[src/iam_decode.sv]
`timescale 1ns/100ps
`default_nettype none

package iam_pkg;
	localparam logic [15:0] IAM_LIN_BASE  = 16'h2000;
	localparam logic [15:0] IAM_LIN_LAST  = 16'h2FEF;
	localparam logic [6:0]  IAM_LIN_BLK   = 7'h50;
	localparam logic [6:0]  IAM_GPR_FIRST = 7'h20;
	localparam logic [6:0]  IAM_GPR_LAST  = 7'h6F;
	localparam logic [5:0]  IAM_MAX_BANK  = 6'h32;
	localparam int          IAM_FLASH_BIT = 15;
	localparam int          IAM_FW_DEF    = 14;
	localparam int          IAM_BANKS_DEF = 4;
	localparam int          IAM_DATA_LAT  = 3;
	localparam int          IAM_FLASH_LAT = 4;
	localparam logic [7:0]  IAM_ZERO      = 8'h00;

	typedef enum logic [1:0] {
		IAM_TRAD,
		IAM_LIN,
		IAM_FLASH,
		IAM_NONE
	} iam_kind_type;
endpackage

module iam_decode import iam_pkg::*; #(
	parameter int NUM_BANKS = IAM_BANKS_DEF
) (
	input  wire logic [15:0] i_ptr,
	output iam_kind_type     o_kind,
	output logic [5:0]       o_bank,
	output logic [6:0]       o_ofs,
	output logic [14:0]      o_flash_addr
);
	logic [11:0] lin_idx;
	logic [5:0]  lin_bank;
	logic [6:0]  lin_ofs;
	logic        lin_impl;

	assign lin_idx      = i_ptr[11:0];
	assign lin_bank     = 6'(lin_idx / 12'(IAM_LIN_BLK));
	assign lin_ofs      = 7'(lin_idx % 12'(IAM_LIN_BLK)) + IAM_GPR_FIRST; // RQ4 RQ5
	assign lin_impl     = (lin_bank <= IAM_MAX_BANK)
		&& (32'(lin_bank) < NUM_BANKS); // RQ2
	assign o_flash_addr = i_ptr[14:0]; // RQ6

	always_comb begin
		o_bank = i_ptr[12:7]; // RQ10
		o_ofs  = i_ptr[6:0];
		if (i_ptr[IAM_FLASH_BIT]) begin
			o_kind = IAM_FLASH; // RQ6
		end else if (i_ptr < IAM_LIN_BASE) begin
			o_kind = IAM_TRAD; // RQ10
		end else if (i_ptr <= IAM_LIN_LAST && lin_impl) begin
			o_kind = IAM_LIN; // RQ1
			o_bank = lin_bank;
			o_ofs  = lin_ofs;
		end else begin
			o_kind = IAM_NONE; // RQ3
		end
	end
endmodule

`default_nettype wire

[src/iam_mapper.sv]
// Operation
// (RQ1) Linear range maps banks' 80-byte blocks contiguously
// (RQ2) Linear view limited to implemented banks, max 50
// (RQ3) Unimplemented linear reads return zero
// (RQ4) Last block byte steps to next bank's first
// (RQ5) Common memory never appears in linear view
// (RQ6) Pointer MSB set selects flash word address
// (RQ7) Flash reads return low eight bits only
// (RQ8) Writes to flash are ignored
// (RQ9) Flash access costs one extra cycle
// (RQ10) Below linear range: bank high, byte low
`timescale 1ns/100ps
`default_nettype none

module iam_mapper import iam_pkg::*; #(
	parameter int NUM_BANKS = IAM_BANKS_DEF,
	parameter int FW        = IAM_FW_DEF
) (
	input  wire logic          i_ref_clk,
	input  wire logic          i_sys_rst,
	input  wire logic          i_req,
	input  wire logic          i_we,
	input  wire logic [15:0]   i_ptr,
	input  wire logic [7:0]    i_wdata,
	input  wire logic [7:0]    i_ram_rdata,
	input  wire logic [FW-1:0] i_flash_rdata,
	output logic               o_busy,
	output logic               o_done,
	output logic [7:0]         o_rdata,
	output logic               o_ram_req,
	output logic               o_ram_we,
	output logic [5:0]         o_ram_bank,
	output logic [6:0]         o_ram_ofs,
	output logic [7:0]         o_ram_wdata,
	output logic               o_flash_req,
	output logic [14:0]        o_flash_addr
);
	typedef enum logic [1:0] {
		IAM_IDLE,
		IAM_ACC,
		IAM_LAT,
		IAM_XTRA
	} iam_state_type;

	iam_state_type state_r, state_nxt;
	iam_kind_type  kind_r, kind_nxt, dec_kind;
	logic          we_r, we_nxt;
	logic          busy_nxt, done_nxt;
	logic [7:0]    rdata_nxt;
	logic          ram_req_nxt, ram_we_nxt, flash_req_nxt;
	logic [5:0]    bank_nxt, dec_bank;
	logic [6:0]    ofs_nxt, dec_ofs;
	logic [7:0]    wdata_nxt;
	logic [14:0]   faddr_nxt, dec_faddr;
	logic          take;

	iam_decode #(
		.NUM_BANKS (NUM_BANKS)
	) u_decode (
		.i_ptr        (i_ptr),
		.o_kind       (dec_kind),
		.o_bank       (dec_bank),
		.o_ofs        (dec_ofs),
		.o_flash_addr (dec_faddr)
	);

	assign take = i_req && !o_busy;

	always_comb begin
		state_nxt     = state_r;
		kind_nxt      = kind_r;
		we_nxt        = we_r;
		done_nxt      = 1'b0;
		rdata_nxt     = o_rdata;
		ram_req_nxt   = 1'b0;
		ram_we_nxt    = 1'b0;
		flash_req_nxt = 1'b0;
		bank_nxt      = o_ram_bank;
		ofs_nxt       = o_ram_ofs;
		wdata_nxt     = o_ram_wdata;
		faddr_nxt     = o_flash_addr;
		unique case (state_r)
			IAM_IDLE: begin
				if (take) begin
					state_nxt = IAM_ACC;
					kind_nxt  = dec_kind;
					we_nxt    = i_we;
					bank_nxt  = dec_bank;
					ofs_nxt   = dec_ofs;
					wdata_nxt = i_wdata;
					faddr_nxt = dec_faddr;
					ram_req_nxt   = (dec_kind == IAM_TRAD) || (dec_kind == IAM_LIN); // RQ1 RQ10
					ram_we_nxt    = ram_req_nxt && i_we;
					flash_req_nxt = (dec_kind == IAM_FLASH) && !i_we; // RQ8
				end
			end
			IAM_ACC: begin
				state_nxt = IAM_LAT;
			end
			IAM_LAT: begin
				if (we_r || kind_r == IAM_NONE) begin
					rdata_nxt = IAM_ZERO; // RQ3
				end else if (kind_r == IAM_FLASH) begin
					rdata_nxt = i_flash_rdata[7:0]; // RQ7
				end else begin
					rdata_nxt = i_ram_rdata;
				end
				if (kind_r == IAM_FLASH) begin
					state_nxt = IAM_XTRA; // RQ9
				end else begin
					state_nxt = IAM_IDLE;
					done_nxt  = 1'b1;
				end
			end
			IAM_XTRA: begin
				state_nxt = IAM_IDLE;
				done_nxt  = 1'b1;
			end
		endcase
		busy_nxt = (state_nxt != IAM_IDLE);
	end

	always_ff @(posedge i_ref_clk) begin
		if (i_sys_rst) begin
			state_r      <= IAM_IDLE;
			kind_r       <= IAM_TRAD;
			we_r         <= 1'b0;
			o_busy       <= 1'b0;
			o_done       <= 1'b0;
			o_rdata      <= IAM_ZERO;
			o_ram_req    <= 1'b0;
			o_ram_we     <= 1'b0;
			o_ram_bank   <= 6'h00;
			o_ram_ofs    <= 7'h00;
			o_ram_wdata  <= IAM_ZERO;
			o_flash_req  <= 1'b0;
			o_flash_addr <= 15'h0000;
		end else begin
			state_r      <= state_nxt;
			kind_r       <= kind_nxt;
			we_r         <= we_nxt;
			o_busy       <= busy_nxt;
			o_done       <= done_nxt;
			o_rdata      <= rdata_nxt;
			o_ram_req    <= ram_req_nxt;
			o_ram_we     <= ram_we_nxt;
			o_ram_bank   <= bank_nxt;
			o_ram_ofs    <= ofs_nxt;
			o_ram_wdata  <= wdata_nxt;
			o_flash_req  <= flash_req_nxt;
			o_flash_addr <= faddr_nxt;
		end
	end
endmodule

`default_nettype wire

[config.mk]
export PLATFORM = sky130hd
export DESIGN_NAME = iam_mapper
export DESIGN_NICKNAME = d
export VERILOG_FILES = /design/src/iam_decode.sv /design/src/iam_mapper.sv
export SDC_FILE = /design/constraint.sdc
export NUM_CORES = 1
export LEC_CHECK = 0
export CORE_MARGIN = 5
export CORE_UTILIZATION = 33
export CTS_BUF_LIST = sky130_fd_sc_hd__clkbuf_4
export CTS_CLUSTER_DIAMETER = 120
export DETAILED_ROUTE_END_ITERATION = 8
export DONT_BUFFER_PORTS = 1
export GPL_TIMING_DRIVEN = 0
export MAX_ROUTING_LAYER = met4
export PLACE_DENSITY = 0.53
export SETUP_SLACK_MARGIN = 0.02
export SKIP_LAST_GASP = 1
export SYNTH_ARGS = -nofsm -noshare
export SYNTH_HDL_FRONTEND = slang
export SYNTH_SLANG_ARGS = --single-unit
[constraint.sdc]
create_clock -name i_ref_clk -period 2.1 [get_ports i_ref_clk]
set_input_delay 0.105 -clock i_ref_clk [delete_from_list [all_inputs] [get_ports i_ref_clk]]
set_output_delay 0.105 -clock i_ref_clk [all_outputs]
set_load 0.02 [all_outputs]
# Word-level counts from Yosys, hierarchy flattened
# Cells that the tools add are included.
[op_classes]
reduce_logical = 14
n_bitwise = 2
div = 2
multipliers = 0
n_mux = 16
n_lt_le_gt_ge = 4
eq_ne = 7
n_addsub = 1
shift = 0
[op_table]
columns = ["op", "n"]
rows = [
  ["2-to-1 mux 7 bit", 3],
  ["2-to-1 mux 6 bit", 3],
  ["<= comparator 16 x 14 -> 1 bit, second input constant", 1],
  ["< comparator 16 x 14 -> 1 bit, second input constant", 1],
  ["2-to-1 mux 8 bit", 2],
  ["divider 12 x 7 -> 12 bit, second input constant", 1],
  ["modulo 12 x 7 -> 12 bit, second input constant", 1],
  ["equality test 2 bit, second input constant", 5],
  ["2-to-1 mux 2 bit", 5],
  ["one-hot mux 2 bit (4 select lines)", 1],
  ["adder 7 x 6 -> 7 bit, second input constant", 1],
  ["<= comparator 6 bit, second input constant", 1],
  ["< comparator 6 x 3 -> 1 bit, second input constant", 1],
  ["logical AND 1 bit", 5],
  ["equality test 2 x 1 -> 1 bit, second input constant", 2],
  ["zero test 2 bit", 2],
  ["OR reduction 3 bit", 1],
  ["zero test 1 bit", 2],
  ["logical OR 1 bit", 2],
  ["NOT 1 bit", 2],
  ["one-hot mux 1 bit (2 select lines)", 1],
  ["AND reduction 2 bit", 1],
  ["nonzero test 2 bit", 1],
  ["2-to-1 mux 1 bit", 1],
]
[totals]
ramBits = 0
memories = 0
input_bits = 50
mem_bits_ro = 0
latchBits = 0
out_inout_bits = 49
elab_cells = 59
ff_bits = 54

# Depth between registers and ports, before layout
[depth]
word_depth = 10
mapped_depth = 10
ltp_nobuf = 8

# Hierarchy
# Synthesis repeated with hierarchy kept, for this count alone.
[hier_totals]
hier_cells = 381
hier_area_um2 = 2961.6
[modules_own_cells]
columns = ["module", "area_each_um2", "cells_each", "seq_area_each_um2", "instances"]
rows = [
  ["iam_mapper", 1955.6, 223, 1081.0, 1],
  ["iam_decode", 1006.0, 158, 0.0, 1],
]

# Least setup slack after synthesis
# Ideal clock, no wire load.
[synth_path]
path_type = "input-to-reg"
start = "input port i_ptr[8]"
end = "register o_ram_ofs[4]"
path_buffers = 1
stages = 9
setup_ps = 79
arrival_ps = 1867
required_ps = 2021
path_slack_ps = 153
cell_sequence = "buf_2 -> and4bb_1 -> and2_4 -> a2111o_1 -> o31ai_4 -> a21oi_2 -> o31a_1 -> xor2_1 -> a211oi_2"
[synth_via]
elab_chain_cells = 7
word_cells_on_any_way = 12
cone_classes = "add/sub: 1; div: 2; order compare: 4; mux: 3; reduce/logical: 2"
[synth_lines]
columns = ["item", "line", "source"]
rows = [
  ["start, declared", "iam_mapper.sv:23", "input wire logic [15:0] i_ptr,"],
  ["divider 12 x 7 -> 12 bit", "iam_decode.sv:41", "assign lin_bank = 6'(lin_idx / 12'(IAM_LIN_BLK));"],
  ["<= comparator 6 bit / < comparator 6 x 3 -> 1 bit (equally long branches)", "iam_decode.sv:43, iam_decode.sv:44", ""],
  ["logical AND 1 bit", "iam_decode.sv:44", "&& (32'(lin_bank) < NUM_BANKS);"],
  ["logical AND 1 bit", "iam_decode.sv:54", "end else if (i_ptr <= IAM_LIN_LAST && lin_impl) begin"],
  ["2-to-1 mux 7 bit", "iam_decode.sv:54", ""],
  ["2-to-1 mux 7 bit (*)", "iam_decode.sv:52", "end else if (i_ptr < IAM_LIN_BASE) begin"],
  ["2-to-1 mux 7 bit (*)", "iam_decode.sv:50", "if (i_ptr[IAM_FLASH_BIT]) begin"],
  ["end signal, assigned", "iam_mapper.sv:148", "o_ram_ofs <= ofs_nxt;"],
  ["end, declared", "iam_mapper.sv:33", "output logic [6:0] o_ram_ofs,"],
]
# Every way passes the cells marked *; elsewhere a longest branch is shown, timed or not.
# A chain may end at the register's enable or synchronous reset.

# Worst setup path after layout
[layout_path]
start = "register o_busy"
end = "register kind_r[0]"
[layout_via]
elab_chain_cells = 3
[layout_lines]
columns = ["item", "line", "source"]
rows = [
  ["start, declared", "iam_mapper.sv:27", "output logic o_busy,"],
  ["start signal, assigned", "iam_mapper.sv:142", "o_busy <= busy_nxt;"],
  ["zero test 1 bit", "iam_mapper.sv:67", "assign take = i_req && !o_busy;"],
  ["logical AND 1 bit", "iam_mapper.sv:67", ""],
  ["AND reduction 2 bit (no source line)", "n/a", ""],
  ["end signal, assigned", "iam_mapper.sv:140", "kind_r <= kind_nxt;"],
  ["end, declared", "iam_mapper.sv:46", "iam_kind_type kind_r, kind_nxt, dec_kind;"],
]
# Every way passes these cells.

==> flow_summary.yaml <==
timing:
  fmaxAchievable_mhz: 524
  fin_worst_skew_ns: 0.00373
  rsz0062_at_grt: "false"
  setup_viol: 0
  hold_viol: 0
  slew_viol_final: 0
  final.min_clock_period_ns: 1.91
  slew_headroom_pct: 62.7
  fin_crit_sh_pct: 90.8
  worst_pin_slew_ns: 0.560
pwr:
  power.total_mw: 2.02
  leakage_nw: 1.12
  p_per_area_nw_per_um2: 668
  ir_drop_uv: 297
cells_and_area:
  fin_area_um2: 3020
  nets: 416
  diodes: 0
  multiInputGateArea_um2: 1450
  most-common-layout-cells: "nand2_1 (80), a21oi_1 (54), dfxtp_1 (51)"
  regArea_um2: 1020
  area_delta_synth_final_pct: 14.0
  final_common_cell: "nand2_1"
  final.fill_count: 822
  final_cells: 469
  final_util_pct: 38.9
  drive_above_1_share_pct: 10.4
job:
  drv_cap: 0
routing:
  routed_wirelength_um: 7660
  route.detailed.drc: 0
  vias_per_cell: 5.26
  vias: 2469
  detail_route.wl_per_cell_um: 16.3
  ant_nets: 0
  drtIter0Drc: 105
  first_pass_iters: 4
clock_network:
  tritoncts: "done"
  path_clk_slew_ns: 0.13
  h-tree-depth: 2
  cts_buffer_depth: 2
  clkLatencyLatePin_ns: 0.35
  cts_buffers: 5
  clock_sinks: 51
  cts_setup_buffers: 0
  cts_root_buffer: "clkbuf_4"
grt:
  met3_usage_pct: 5.12
  grt.busiest_layer: "met2"
  grt_max_degree: 15
  antenna_found_initial: 0
  gr-usage-met1_pct: 19.7
  grt_usage_pct: 15.2
  grt_pass1_wl_um: 12000
  met2_usage_pct: 22.7
  overflow: 0
  grt_pass1_vias: 2321
worst_setup_path:
  worst_setup_path_end_kind: "flop"
  worstSetupPathType: "reg -> reg"
  cp.required_ns: 2.34
  arrival_ns: 2.15
  cp_max_fo: 10
  critPathLaunchType: "flop"
min_path:
  min_path_type: "in -> reg"
placed_design:
  routabilityCongestion: 0.831
  placement.cell_area_um2: 2780
  dp_hpwl_um: 5600
  portBuffers: 0
  dp.cells: 443
floorplan:
  start_util_pct: 34.1
  dieWidth_um: 99.6
  die_area_um2: 9910
  placementRows: 32
  ios: 99
  die_height_um: 99.6
  coreArea_um2: 7770
yosys:
  synthCells: 341
  synth_cell_types: 60
  synth_area_um2: 2650
  yosys_register_bits: 51
  async_flop_share_pct: 0
  yosysSeqAreaShare_pct: 38.6
  yosysWarnings: 0
  synth-edff-count: 0
  syn_area_per_cell_um2: 7.76
  synth_fp_nets: 391
  synthFlopType: "dfxtp_1"
run_status:
  outcome: "finished, final reports clean"
==> state kept, by name, summed over array words and instances, names as in the netlist, 2 cells and up <==
signal        cells
o_flash_addr     12
o_ram_wdata       8
o_rdata           8
o_ram_ofs         7
o_ram_bank        6
kind_r            2
state_r           2
==> worst max-delay path, cell delays in order (launching register included) <==
cell and delay, ns:
dfxtp_1 0.42, or4b_2 0.69, clkbuf_2 0.24, buf_2 0.24, a21oi_1 0.16, nor2_1 0.05
==> final timing paths <==
kind / startpoint / end / slack [ns] / cells past startpoint
hold / removal: i_flash_rdata[6] / o_rdata[6] / 0.02 / 4
hold reg to reg: we_r / we_r / 0.47 / 2
setup reg to reg: o_busy / kind_r[0] / 0.19 / 5
setup / recovery: o_busy / kind_r[0] / 0.19 / 5
==> what timing repair did <==
| action | CTS | global route |
|---|---|---|
| setup endpoints to repair | 3 | 12 |
| hold buffers | 18 | 0 |
| endpoints found under the hold margin | 24 | 0 |
| resized for setup | 2 | 6 |
==> power breakdown <==
| part | switching (mW) | internal [mW] | leakage [nW] |
|---|---|---|---|
| combinational | 0.265 | 0.174 | 0.677 |
| sequential | 0.124 | 1.03 | 0.417 |
| clock | 0.280 | 0.138 | 0.0307 |
| total | 0.669 | 1.35 | 1.12 |
==> synthesized netlist by cell type, types with 3 or more instances <==
cell type / n / area (um2)
nor4bb_1: 3 / 30.0
a31oi_1: 3 / 18.8
buf_2: 8 / 40.0
nor2_1: 23 / 86.3
clkbuf_1: 14 / 52.6
buf_4: 4 / 30.0
a211oi_1: 6 / 45.0
nor3b_1: 3 / 22.5
and4bb_1: 3 / 37.5
a21oi_1: 54 / 270
nor2b_1: 4 / 25.0
dfxtp_1: 51 / 1020
and3_1: 3 / 18.8
nor3_1: 3 / 15.0
o221ai_1: 4 / 35.0
nand2_1: 80 / 300
nand2b_1: 9 / 56.3
buf_6: 3 / 33.8
inv_1: 4 / 15.0
xnor2_1: 6 / 52.6
o21ai_0: 5 / 25.0
==> through the flow <==
stage / hold slack, ns / TNS, ns / worst slack, ns
2_1_floorplan: 0.182 / 0 / 0.153
3_3_place_gp: 0.186 / -0.0644 / -0.0524
3_5_place_dp: 0.187 / -0.115 / -0.0549
4_1_cts: 0.00194 / 0 / 0.0565
5_1_grt: 0.00728 / 0 / 0.0624
6_report: 0.0246 / 0 / 0.192
==> final cells by class <==
| type | instances | area share (%) |
|---|---|---|
| multi-input combinational | 254 | 48.0 |
| sequential | 51 | 33.8 |
| timing repair buffer | 18 | 5.97 |
| buffer | 32 | 5.76 |
| tap | 102 | 4.23 |
| clock buffer | 6 | 1.49 |
| inverter | 4 | 0.497 |
| clock inverter | 2 | 0.249 |
==> metal layers <==
| metal | wire [um] | up-vias |
|---|---|---|
| li1 | - | 1231 |
| met1 | 3430 | 1129 |
| met2 | 3390 | 95 |
| met3 | 712 | 14 |
| met4 | 123 | 0 |
| met5 | 0 | - |
==> cell families after synthesis <==
| kind of cell | share of synthesized area, % |
|---|---|
| AND/OR/NAND/NOR | 27.2 |
| AO/OA/AOI/OAI | 24.2 |
| flip-flops | 38.6 |
| buffers and inverters | 6.95 |
| XOR/XNOR | 2.32 |
| multiplexers | 0.756 |
No activity file was read; power rests on OpenSTA's default activity.
